## config.mk

```make
export PLATFORM = sky130hd
export DESIGN_NAME = tprt_top
export DESIGN_NICKNAME = d
export VERILOG_FILES = /design/src/common/tprt_pkg.sv /design/src/rtl/tprt_cal_trim.sv /design/src/rtl/tprt_top.sv
export SDC_FILE = /design/constraint.sdc
export NUM_CORES = 1
export LEC_CHECK = 0
export ABC_CLOCK_PERIOD_IN_PS = 4200
export BUFFER_PORTS_ARGS = -buffer_cell sky130_fd_sc_hd__buf_2
export CAP_MARGIN = 20
export CORE_UTILIZATION = 35
export CTS_CLUSTER_SIZE = 40
export DETAILED_ROUTE_END_ITERATION = 8
export GPL_ROUTABILITY_DRIVEN = 0
export PLACE_DENSITY = 0.55
export SKIP_LAST_GASP = 1
export SLEW_MARGIN = 20
export SYNTH_ARGS = -nofsm -noshare
export SYNTH_HDL_FRONTEND = slang
export SYNTH_SLANG_ARGS = --single-unit
```

## constraint.sdc

```tcl
create_clock -name mclk -period 4.2 [get_ports mclk]
set_input_delay 0.21 -clock mclk [delete_from_list [all_inputs] [get_ports mclk]]
set_output_delay 0.21 -clock mclk [all_outputs]
set_load 0.005 [all_outputs]
```

## src/common/tprt_pkg.sv

```systemverilog
package tprt_pkg;

	localparam int REG_AW = 8;
	localparam int REG_DW = 16;

	// register byte offsets
	localparam logic [REG_AW-1:0] OFS_TRIM = 8'h2C;
	localparam logic [REG_AW-1:0] OFS_CTRL = 8'h30;
	localparam logic [REG_AW-1:0] OFS_STAT = 8'h34;

	// rtc_trim_and_pin_output fields
	localparam int TRIM_DROP_LSB = 0;
	localparam int TRIM_DROP_W = 7;
	localparam int TRIM_CAL_CLOCK_OUTPUT_BIT = 7;
	localparam int TRIM_EVENT_OUTPUT_ENABLE_BIT = 8;
	localparam int TRIM_EVENT_SOURCE_SELECT_BIT = 9;
	localparam int TRIM_CALSEL_BIT = 10;
	localparam int TRIM_OUTMODE_BIT = 11;

	// tamper_pin_control fields
	localparam int CTRL_EN_BIT = 0;
	localparam int CTRL_POL_BIT = 1;

	// control/status fields
	localparam int STAT_EFCLR_BIT = 0;
	localparam int STAT_IFCLR_BIT = 1;
	localparam int STAT_IEN_BIT = 2;
	localparam int STAT_EF_BIT = 8;
	localparam int STAT_IF_BIT = 9;

	// reset values
	localparam logic [TRIM_DROP_W-1:0] DROP_RST = 7'h00;
	localparam logic [REG_DW-1:0] RDATA_RST = 16'h0000;

	// calibration window and output divider
	localparam int WIN_BITS = 20;
	localparam int DIV_BITS = 6;
	localparam logic [WIN_BITS-1:0] WIN_RST = 20'h00000;
	localparam logic [DIV_BITS-1:0] DIV_RST = 6'h00;
	localparam logic [WIN_BITS-1:0] WIN_STEP = 20'h00001;
	localparam logic [DIV_BITS-1:0] DIV_STEP = 6'h01;

endpackage

```

## src/rtl/tprt_cal_trim.sv

```systemverilog
`timescale 1ns/100ps
module tprt_cal_trim
	import tprt_pkg::*;
(
	// clock and reset
	input wire logic mclk,
	input wire logic rst_n,
	// control
	input wire logic [TRIM_DROP_W-1:0] dropCount,
	// outputs
	output logic rtcTick,
	output logic calClk
);

	typedef struct packed {
		logic [WIN_BITS-1:0] winCnt;
		logic [DIV_BITS-1:0] divCnt;
		logic tick;
	} tprt_cal_t;

	tprt_cal_t cal_q;
	tprt_cal_t cal_d;

	// drops bunch at window start: cheap, and the long-term rate is what matters
	always_comb begin
		cal_d = cal_q;
		cal_d.winCnt = cal_q.winCnt + WIN_STEP;
		// widened compare so the full 7-bit range reaches 127 clocks, above 121 ppm
		cal_d.tick = (cal_q.winCnt >= WIN_BITS'(dropCount)) ? 1'b1 : 1'b0;
		cal_d.divCnt = cal_q.divCnt + DIV_STEP;
	end

	always_ff @(posedge mclk) begin
		if (!rst_n) begin
			cal_q.winCnt <= WIN_RST;
			cal_q.divCnt <= DIV_RST;
			cal_q.tick <= 1'b0;
		end else begin
			cal_q <= cal_d;
		end
	end

	assign rtcTick = cal_q.tick;
	assign calClk = cal_q.divCnt[DIV_BITS-1];

endmodule

```

## src/rtl/tprt_top.sv

```systemverilog
`timescale 1ns/100ps
module tprt_top
	import tprt_pkg::*;
(
	// clock and battery-domain reset
	input wire logic mclk,
	input wire logic rst_n,
	// system-side resets and supply state
	input wire logic sysReset,
	input wire logic mainPowerOff,
	// register port
	input wire logic regWrEn,
	input wire logic regRdEn,
	input wire logic [REG_AW-1:0] regAddr,
	input wire logic [REG_DW-1:0] regWrData,
	output logic [REG_DW-1:0] regRdData,
	// rtc events
	input wire logic alarmEvent,
	input wire logic secondEvent,
	// tamper pin
	input wire logic pinIn,
	output logic pinOut,
	output logic pinOe_n,
	// to rtc and backup storage
	output logic rtcTick,
	output logic backupWipe,
	output logic intrusionIrq
);

	typedef struct packed {
		logic [TRIM_DROP_W-1:0] clockDropCount;
		logic calClockOutput;
		logic eventOutputEnable;
		logic eventSourceSelect;
		logic calClockOutputSelect;
		logic pinOutputMode;
		logic intrusionDetectEnable;
		logic intrusionPolarity;
		logic intrusionIrqEnable;
		logic intrusionEventFlag;
		logic intrusionIrqFlag;
		logic activeSeen;
		logic eventPulse;
		logic toggleLevel;
		logic wipe;
		logic [REG_DW-1:0] rdData;
	} tprt_state_t;

	tprt_state_t st_q;
	tprt_state_t st_d;

	logic calClk;
	logic wrTrim;
	logic wrCtrl;
	logic wrStat;
	logic selEvent;
	logic calDrive;
	logic detectOn;
	logic pinActive;
	logic intrusionHit;
	logic efClear;
	logic ifClear;

	tprt_cal_trim u_cal (
		.mclk(mclk),
		.rst_n(rst_n),
		.dropCount(st_q.clockDropCount),
		.rtcTick(rtcTick),
		.calClk(calClk)
	);

	assign wrTrim = regWrEn && (regAddr == OFS_TRIM);
	assign wrCtrl = regWrEn && (regAddr == OFS_CTRL);
	assign wrStat = regWrEn && (regAddr == OFS_STAT);

	// source mux for the event output
	assign selEvent = st_q.eventSourceSelect ? secondEvent : alarmEvent;
	// both bits must be set before the divided clock appears
	assign calDrive = st_q.calClockOutput && st_q.calClockOutputSelect;
	// any pin output use steals the pin from detection
	assign detectOn = st_q.intrusionDetectEnable && !st_q.eventOutputEnable
		&& !st_q.calClockOutput;
	// polarity 0 active high, 1 active low
	assign pinActive = st_q.intrusionPolarity ? ~pinIn : pinIn;
	// level-qualified edge: enabling on an active pin still fires once
	assign intrusionHit = detectOn && pinActive && !st_q.activeSeen;
	assign efClear = wrStat && regWrData[STAT_EFCLR_BIT];
	assign ifClear = wrStat && regWrData[STAT_IFCLR_BIT];

	always_comb begin
		st_d = st_q;
		// reserved bits are simply not stored; software keeps them zero
		if (wrTrim) begin
			st_d.clockDropCount = regWrData[TRIM_DROP_LSB +: TRIM_DROP_W];
			st_d.calClockOutput = regWrData[TRIM_CAL_CLOCK_OUTPUT_BIT];
			st_d.eventOutputEnable = regWrData[TRIM_EVENT_OUTPUT_ENABLE_BIT];
			st_d.eventSourceSelect = regWrData[TRIM_EVENT_SOURCE_SELECT_BIT];
			st_d.calClockOutputSelect = regWrData[TRIM_CALSEL_BIT];
			st_d.pinOutputMode = regWrData[TRIM_OUTMODE_BIT];
		end
		// supply loss beats a same-cycle write
		if (mainPowerOff) begin
			st_d.calClockOutput = 1'b0;
		end
		// polarity taken as written; glitch-free change is software's job
		if (wrCtrl) begin
			st_d.intrusionDetectEnable = regWrData[CTRL_EN_BIT];
			st_d.intrusionPolarity = regWrData[CTRL_POL_BIT];
		end
		if (wrStat) begin
			st_d.intrusionIrqEnable = regWrData[STAT_IEN_BIT];
		end

		// detection tracking: cleared when inactive or disabled to re-arm
		st_d.activeSeen = detectOn && pinActive;
		st_d.wipe = intrusionHit;

		// flags: clear first, then set so a same-cycle event wins
		if (efClear) begin
			st_d.intrusionEventFlag = 1'b0;
		end
		if (ifClear || sysReset) begin
			st_d.intrusionIrqFlag = 1'b0;
		end
		if (intrusionHit) begin
			st_d.intrusionEventFlag = 1'b1;
			if (st_q.intrusionIrqEnable) begin
				st_d.intrusionIrqFlag = 1'b1;
			end
		end

		// pin event output
		st_d.eventPulse = selEvent;
		if (st_q.eventOutputEnable && st_q.pinOutputMode && selEvent) begin
			st_d.toggleLevel = ~st_q.toggleLevel;
		end

		// read data registered one cycle after the strobe
		if (regRdEn) begin
			st_d.rdData = RDATA_RST;
			unique case (regAddr)
				OFS_TRIM: begin
					st_d.rdData[TRIM_DROP_LSB +: TRIM_DROP_W] = st_q.clockDropCount;
					st_d.rdData[TRIM_CAL_CLOCK_OUTPUT_BIT] = st_q.calClockOutput;
					st_d.rdData[TRIM_EVENT_OUTPUT_ENABLE_BIT] = st_q.eventOutputEnable;
					st_d.rdData[TRIM_EVENT_SOURCE_SELECT_BIT] = st_q.eventSourceSelect;
					st_d.rdData[TRIM_CALSEL_BIT] = st_q.calClockOutputSelect;
					st_d.rdData[TRIM_OUTMODE_BIT] = st_q.pinOutputMode;
				end
				OFS_CTRL: begin
					st_d.rdData[CTRL_EN_BIT] = st_q.intrusionDetectEnable;
					st_d.rdData[CTRL_POL_BIT] = st_q.intrusionPolarity;
				end
				OFS_STAT: begin
					// clear bits are write-only and read as zero
					st_d.rdData[STAT_IEN_BIT] = st_q.intrusionIrqEnable;
					st_d.rdData[STAT_EF_BIT] = st_q.intrusionEventFlag;
					st_d.rdData[STAT_IF_BIT] = st_q.intrusionIrqFlag;
				end
				default: begin
					st_d.rdData = RDATA_RST;
				end
			endcase
		end
	end

	// only the battery-domain reset clears the whole configuration; supply loss clears calClockOutput alone
	always_ff @(posedge mclk) begin
		if (!rst_n) begin
			st_q.clockDropCount <= DROP_RST;
			st_q.calClockOutput <= 1'b0;
			st_q.eventOutputEnable <= 1'b0;
			st_q.eventSourceSelect <= 1'b0;
			st_q.calClockOutputSelect <= 1'b0;
			st_q.pinOutputMode <= 1'b0;
			st_q.intrusionDetectEnable <= 1'b0;
			st_q.intrusionPolarity <= 1'b0;
			st_q.intrusionIrqEnable <= 1'b0;
			st_q.intrusionEventFlag <= 1'b0;
			st_q.intrusionIrqFlag <= 1'b0;
			st_q.activeSeen <= 1'b0;
			st_q.eventPulse <= 1'b0;
			st_q.toggleLevel <= 1'b0;
			st_q.wipe <= 1'b0;
			st_q.rdData <= RDATA_RST;
		end else begin
			st_q <= st_d;
		end
	end

	// pin drive: calibration clock over event output, else released
	always_comb begin
		pinOut = 1'b0;
		pinOe_n = 1'b1;
		if (calDrive) begin
			pinOut = calClk;
			pinOe_n = 1'b0;
		end else if (st_q.eventOutputEnable) begin
			pinOut = st_q.pinOutputMode ? st_q.toggleLevel : st_q.eventPulse;
			pinOe_n = 1'b0;
		end
	end

	assign regRdData = st_q.rdData;
	assign backupWipe = st_q.wipe;
	assign intrusionIrq = st_q.intrusionIrqFlag;

endmodule
```

==> flow_results.org, run 1 <==
** Clock tree
- Number of buffers inserted by hold repair at cts :: 0
- The H-tree was split into 3 levels.
- Clock slew at reported path FFs :: ~0.070 ns
- Post-CTS timing repair inserted 0 buffers for setup.
- Gates resized during post-CTS repair numbered 0.
- Clock insertion delay at the later pin of the skew report :: ~0.33 ns
- The number of clock buffers added by TritonCTS is 9.
- Clock root buffer :: sky130_fd_sc_hd__clkbuf_8
- CTS tree :: built
- Clock sink total :: 60
- In this run the deepest clock path goes through 2 buffers.

** Route
- The detailed router finished its first iteration with 75 violations.
- DRC violations left :: 0
- Detailed routing inserted a total of ~2,200 vias.
- The first TritonRoute pass finished after 4 iterations.
- The detail route stage leaves a number of antenna-violating nets equal to 0.
- Via density per instance :: 4.76
- In the final routed layout, each cell accounts on average for 12.2 µm.
- The routed design has 5700 µm of wire.

** Power and ir drop
- Overall power consumption after layout is estimated at about 1.3 mW.
- Total power density per cell area :: ~380 nW/µm²
- Largest voltage drop on the vdd net :: a little over 0.2 mV
- Leak Pwr :: roughly 1.3 nW

** Synthesis
- Portion of synthesized cell area occupied by the leading cell type :: 0.415
- Synthesized instance count :: 328
- Avg Synthesized Cell Area :: 8.83 µm²
- Number of library cell types mapped by synthesis :: 41
- Number of synthesized register bits :: 60
- Async set or reset register ratio after synthesis :: 0
- Post-synth top flop :: sky130_fd_sc_hd__dfxtp_1
- Yosys printed 0 warnings.
- Sequential area share after synthesis :: 0.415
- Count of flip-flops with a built-in enable after synthesis :: 0
- Cell taking the most area after synthesis :: sky130_fd_sc_hd__dfxtp_1
- After synthesis, the cell types taking the most area are sky130_fd_sc_hd__dfxtp_1 41%, sky130_fd_sc_hd__nor2b_1 5.2%, sky130_fd_sc_hd__nand3_1 4.5%.
- The cell area that synthesis handed to floorplanning was 2900 µm².

** Worst setup path
- Critical Setup Path Class :: reg -> reg
- CP Data Required Time :: 4.43 ns
- The worst setup path is launched from a flip-flop.
- In this run the worst path has a maximum fanout of 11.
- Element type at the critical path end :: flip-flop
- Arrival time of the worst setup path :: between 1.5 and 2 ns

** STA
- Setup violation total in the final timing report :: 0
- Final hold vios :: 0
- Final Max Tran Viols :: 0
- After layout, the worst setup slack is approximately 2.5 ns.
- Max Clk Rate :: around 600 MHz
- Clock Skews :: 0.00781 ns
- Measured slew at the worst slew-check pin :: about 0.64 ns
- Setup repair after global routing left no endpoint under its margin.
- For the finished layout, the period the worst path requires is between 1.5 and 2 ns.
- Final setup TNS :: 0 ns
- Worst max-slew margin expressed relative to the limit :: 0.572
- Share of the cycle needed by the critical path after routing :: 0.404

** Finish
- Share of post-route cells with drive strength above 1 :: 0.186
- Diodes inserted :: 0
- Area Overhead vs Synth :: 15.9%
- Post-layout nets :: 403
- For this run, the number of standard cells in the final layout without fillers is 468.
- Layout Utilization :: 0.428

** Floorplanning
- The floorplan has 32 rows.
- Number of top-level pins :: between 50 and 60
- The initial utilization of the core area, before any placement, comes to 0.369.
- Overall die area :: slightly below 9000 µm²
- Standard cell core area :: a little under 8000 µm²
- The die is approximately 93 µm tall.
- Horizontal die dimension :: 93.0 µm

** Placed design
- Cells after DPL :: approximately 450
- Post-detail-place hpwl :: 3950 µm
- Quantity of I/O buffers inserted on ports :: 45
- At the placement stage, the worst setup path has a slack of 2.00 ns.

** Global route
- The first global-routing pass estimated a little under 10,000 µm of wire.
- The number of global-route vias before repair came to approximately 2,200.
- Entering global routing, the biggest net connects 77 pins.
- Summed over all layers, the global routing overflow is 0.
- The initial antenna violation count is 0.
- Gr usage total :: 0.146

** Hold path
- Type of the tightest min-delay check :: in -> reg

** Outcome
- The flow ran to the end, and the final reports show no timing, DRC or antenna violations.

** Run
- Max-cap violations in this run came to 0.
==> final timing paths <==
check / from / endpoint / slack, ns / cells past startpoint
max reg2reg: u_cal.cal_q[10]$_SDFF_PN0_ / u_cal.cal_q[21]$_SDFF_PN0_ / 2.50 / 4
min: regWrData[9] / st_q[27]$_SDFFE_PN0P_ / 0.09 / 3
min reg2reg: st_q[19]$_SDFF_PN0_ / backupWipe$_SDFF_PN0_ / 0.41 / 1
max: u_cal.cal_q[10]$_SDFF_PN0_ / u_cal.cal_q[21]$_SDFF_PN0_ / 2.50 / 4
==> worst max-delay path, stage by stage, from the launching register on <==
cell and delay, ns:
sky130_fd_sc_hd__dfxtp_1 0.44, sky130_fd_sc_hd__nand4_1 0.42, sky130_fd_sc_hd__nor4_1 0.46, sky130_fd_sc_hd__xor2_1 0.10, sky130_fd_sc_hd__and2_1 0.17
==> layout by cell type (no fill, tap or decap), types with 3 or more instances in the layout <==
master	count
sky130_fd_sc_hd__mux2i_1	9
sky130_fd_sc_hd__a22o_1	6
sky130_fd_sc_hd__inv_1	10
sky130_fd_sc_hd__a21oi_1	10
sky130_fd_sc_hd__and2_1	17
sky130_fd_sc_hd__bufinv_16	3
sky130_fd_sc_hd__nor4_1	7
sky130_fd_sc_hd__xor2_1	8
sky130_fd_sc_hd__buf_2	45
sky130_fd_sc_hd__nor2_1	10
sky130_fd_sc_hd__o21ai_0	16
sky130_fd_sc_hd__nor2b_1	24
sky130_fd_sc_hd__clkbuf_8	11
sky130_fd_sc_hd__nor3_1	5
sky130_fd_sc_hd__nand2_1	28
sky130_fd_sc_hd__xnor2_1	10
sky130_fd_sc_hd__conb_1	4
sky130_fd_sc_hd__ha_1	9
sky130_fd_sc_hd__a21boi_0	8
sky130_fd_sc_hd__and3_1	3
sky130_fd_sc_hd__dfxtp_1	60
sky130_fd_sc_hd__nand2b_1	9
sky130_fd_sc_hd__nand4_1	7
sky130_fd_sc_hd__nand3_1	26
==> report_power, final <==
part | total (mW) | internal, mW | switching [mW]
clock network | 0.649 | 0.426 | 0.223
logic | 0.0571 | 0.0260 | 0.0311
registers | 0.581 | 0.576 | 0.00548
==> cell families after synthesis <==
logic type	share of synthesized area
AO/OA/AOI/OAI	0.0959
XOR/XNOR	0.0544
adder cells (fa/ha/maj)	0.0389
buffers and inverters	0.0747
flip-flops	0.415
multiplexers	0.0311
other	0.00129
AND/OR/NAND/NOR	0.289
==> cell usage after synthesis (2+ instances only) <==
| cell | instances |
|---|---|
| sky130_fd_sc_hd__ha_1 | 9 |
| sky130_fd_sc_hd__xnor2_1 | 10 |
| sky130_fd_sc_hd__nand2b_1 | 9 |
| sky130_fd_sc_hd__a21boi_0 | 8 |
| sky130_fd_sc_hd__or3_1 | 2 |
| sky130_fd_sc_hd__xor2_1 | 8 |
| sky130_fd_sc_hd__mux2i_1 | 9 |
| sky130_fd_sc_hd__nor2b_1 | 24 |
| sky130_fd_sc_hd__nand3b_1 | 2 |
| sky130_fd_sc_hd__inv_1 | 10 |
| sky130_fd_sc_hd__nand3_1 | 26 |
| sky130_fd_sc_hd__buf_4 | 16 |
| sky130_fd_sc_hd__nor4_1 | 7 |
| sky130_fd_sc_hd__clkbuf_1 | 9 |
| sky130_fd_sc_hd__nor2_1 | 10 |
| sky130_fd_sc_hd__nand4_1 | 7 |
| sky130_fd_sc_hd__a21oi_1 | 10 |
| sky130_fd_sc_hd__nand2_1 | 28 |
| sky130_fd_sc_hd__a22o_1 | 6 |
| sky130_fd_sc_hd__nor3_1 | 5 |
| sky130_fd_sc_hd__o21ai_0 | 16 |
| sky130_fd_sc_hd__dfxtp_1 | 60 |
| sky130_fd_sc_hd__and2_1 | 17 |
| sky130_fd_sc_hd__and3_1 | 3 |
==> through the flow <==
step / hold slack, ns / instance area, µm²
finish: 0.0897 / 3360
global route: 0.0932 / 3360
global placement: 0.421 / 3100
floorplan: 0.340 / 2910
CTS: 0.0798 / 3350
detailed placement: 0.418 / 3100
==> state kept, by name, summed over array words and instances, names as in the netlist <==
| register | flops |
|---|---|
| u_cal.cal_q | 25 |
| st_q | 19 |
| regRdData | 12 |
| backupWipe | 1 |
| intrusionIrq | 1 |
| u_cal.calClk | 1 |
| u_cal.rtcTick | 1 |
==> layout make-up <==
type	count	area [µm²]
clock buffers	12	155
clock inverters	4	95.1
fillers	819	4490
inverters	10	37.5
multi-input cells	232	1490
flip-flops and latches	60	1200
well taps	102	128
repair buffers	48	251
==> layer usage <==
layer,part of all wire,GRT usage,up-vias
li1,-,-,1167
met3,0.038,0.0431,6
met2,0.47,0.243,35
met4,0.015,0.0577,0
met1,0.48,0.177,1021
met5,0,0,-
(Power assumes the default switching activity.)
==> run 2: changes to the inputs <==
- ABC_CLOCK_PERIOD_IN_PS: 4200 -> 1500
- PLACE_DENSITY: 0.55 -> 0.57
- clock period: 4.2 -> 1.5 ns (I/O delays scaled with it)
==> flow_results.org, run 2 (synthesis gave the netlist of run 1 again) <==
** Placed design
- Timing analysis after detailed placement gives a worst setup slack of -0.0454 ns.
- Total cell area at the placement stage :: between 3000 and 4000 µm²
- Cells after DPL :: roughly 460
- Post-detail-place hpwl :: between 4000 and 5000 µm
- Quantity of I/O buffers inserted on ports :: between 40 and 50

** Clock tree
- Clock sink total :: 60
- Clock slew at reported path FFs :: about 0.060 ns
- Total clock buffers created by CTS :: 9
- Max H-tree Level :: 3
- CTS tree :: built
- Bufs on Longest Clock Path :: 2
- The root buffer cell chosen for the clock tree is sky130_fd_sc_hd__clkbuf_8.
- At the later pin of the worst-skew pair, clock insertion delay measures roughly 0.33 ns.

** Global route
- First-pass GRT wire length :: approximately 9900 µm
- The initial antenna violation count was 0.
- In the global route stage, overall resource usage came out at 0.147.
- For this run the aggregate overflow at the end of global routing stands at 0.
- Largest net degree at the start of global routing :: between 70 and 80
- The number of global-route vias before repair came to 2,168.

** Worst setup path
- Highest net fanout along the worst path :: 7
- The worst register-to-register path has a setup slack of roughly 0.024 ns.
- Number of cells traversed by the worst register-to-register path :: 4
- STA classifies the critical path startpoint as a flip-flop.
- STA classifies the critical path endpoint as a flip-flop.
- The startpoint identified for the worst register-to-register timing path is u_cal.cal_q[17]$_SDFF_PN0_.
- For the worst setup path, the data required time is 1.76 ns.
- End of the worst register-to-register path :: u_cal.cal_q[26]$_SDFF_PN0_
- Arrival time of the worst setup path :: between 1.5 and 2 ns
- Critical Setup Path Class :: reg -> reg

** Power and ir drop
- Leak Pwr :: approximately 1.4 nW
- Dividing total power by cell area gives a power density of between 800 and 900 nW/µm².
- The completed layout was analyzed and its total power is between 3 and 4 mW.
- Across the VDD grid, the largest voltage drop is between 0.6 and 0.7 mV.

** STA
- Of the available clock period, the critical path in the final layout requires 0.984.
- Post-layout minimum cycle time :: ~1.5 ns
- Final Worst Setup Slack :: 0.0241 ns
- Clock Skews :: between 0.005 and 0.006 ns
- Final Max Tran Viols :: 0
- Setup violations remaining at the end of the flow were counted as 0.
- Final setup TNS :: 0 ns
- Setup repair after global routing could not meet its margin everywhere.
- Worst hold slack across all endpoints :: around 0.024 ns
- Final hold vios :: 0
- For this run, the top clock speed supported by timing is ~680 MHz.

** Floorplanning
- Standard cell core area :: just under 8000 µm²
- Row count :: 32
- For this configuration, the core starts out at a cell density of 0.369.
- Die height :: between 90 and 100 µm
- The floorplan step defined a die boundary enclosing between 8000 and 9000 µm².
- Horizontal die dimension :: 93.0 µm
- Number of top-level pins :: 54

** Finish
- Area Overhead vs Synth :: 22.5%
- After the flow finishes, the layout carries non-filler instances totaling 492.
- Diodes inserted :: 0
- The library cells used most frequently in the layout, excluding fill and tap cells, are 59 x sky130_fd_sc_hd__dfxtp_1, 45 x sky130_fd_sc_hd__buf_2, 28 x sky130_fd_sc_hd__nand2_1.
- Reg with most FFs :: u_cal.cal_q
- Area of all placed cells without fillers :: 3550 µm²
- The filler cells instantiated in the layout total roughly 800.
- In the final layout, the share of cells above drive strength 1 is 0.221.
- In the final design database the tool counted 429 nets.
- The register with the most flip-flops in the layout has 25 of them.
- Most common cell after layout, fill and taps aside :: sky130_fd_sc_hd__dfxtp_1
- Layout Utilization :: 0.452

** Run
- Max-cap violations in this run came to 0.

** Hold path
- Hold wc startpoint :: regWrData[1]
- The worst hold path passes through 3 cells.
- Type of the tightest min-delay check :: in -> reg
- Worst Hold Path EP :: st_q[31]$_SDFFE_PN0P_

** Route
- Dividing the detail-routed via count by the number of cells gives about 4.7.
- Post-DRT Antenna Nets :: 0
- For this run, design rule violations remaining after detail routing come to 0.
- Detailed Route Iter0 Violations :: 58
- WL final :: just under 6000 µm
- Across all layers, the routed design uses around 2,300 vias.
- First-pass iteration count of the detailed router :: 4
- Final routed wire length divided by cell count :: ~12 µm

** Outcome
- Result of the run :: finished clean
run 2: repair_timing:
item | in CTS | in global routing
endpoints found under the hold margin | 11 | 0
setup endpoints to repair | 0 | 6
gates resized for setup | 0 | 7
hold buffers | 11 | 0
buffers inserted | 0 | 3
run 2: power by group:
part | total [mW] | internal (mW) | switching (mW)
Combinational | 0.213 | 0.112 | 0.101
Clock | 1.29 | 0.710 | 0.579
Sequential | 1.63 | 1.61 | 0.0121
Total | 3.13 | 2.43 | 0.692
run 2: worst max-delay path by stage:
stage | startpoint | to | slack, ns | cells after the start
2_1_floorplan | u_cal.cal_q[7]$_SDFF_PN0_ | u_cal.cal_q[21]$_SDFF_PN0_ | 0.09 | 5
3_3_place_gp | regAddr[0] | regRdData[7]$_SDFFE_PN0P_ | -0.05 | 6
3_5_place_dp | regAddr[0] | regRdData[4]$_SDFFE_PN0P_ | -0.05 | 6
4_1_cts | u_cal.cal_q[7]$_SDFF_PN0_ | u_cal.rtcTick$_SDFF_PN0_ | 0.04 | 7
5_1_grt | u_cal.cal_q[17]$_SDFF_PN0_ | u_cal.cal_q[26]$_SDFF_PN0_ | -0.07 | 4
6_report | u_cal.cal_q[17]$_SDFF_PN0_ | u_cal.cal_q[26]$_SDFF_PN0_ | 0.02 | 4
run 2: cell type report:
cell class	count	area, µm²	share of cell area
clock buffer	12	165	0.0465
multi-input combinational	232	1510	0.425
clock inverter	2	10.0	0.00282
inverter	10	37.5	0.0106
tap	102	128	0.0360
sequential	60	1200	0.339
timing repair buffer	74	499	0.141
run 2: worst max-delay path, stage by stage (launching register included):
cell and delay, ns:
sky130_fd_sc_hd__dfxtp_1 0.42, sky130_fd_sc_hd__nand4_1 0.30, sky130_fd_sc_hd__nor3_1 0.31, sky130_fd_sc_hd__and3_1 0.21, sky130_fd_sc_hd__mux2i_1 0.17
run 2: metal layers:
metal,vias up,wire [µm],track usage
li1,1222,-,-
met1,1045,2880,0.185
met2,39,2740,0.233
met3,6,205,0.0520
met4,0,59,0.0487
met5,-,0,0
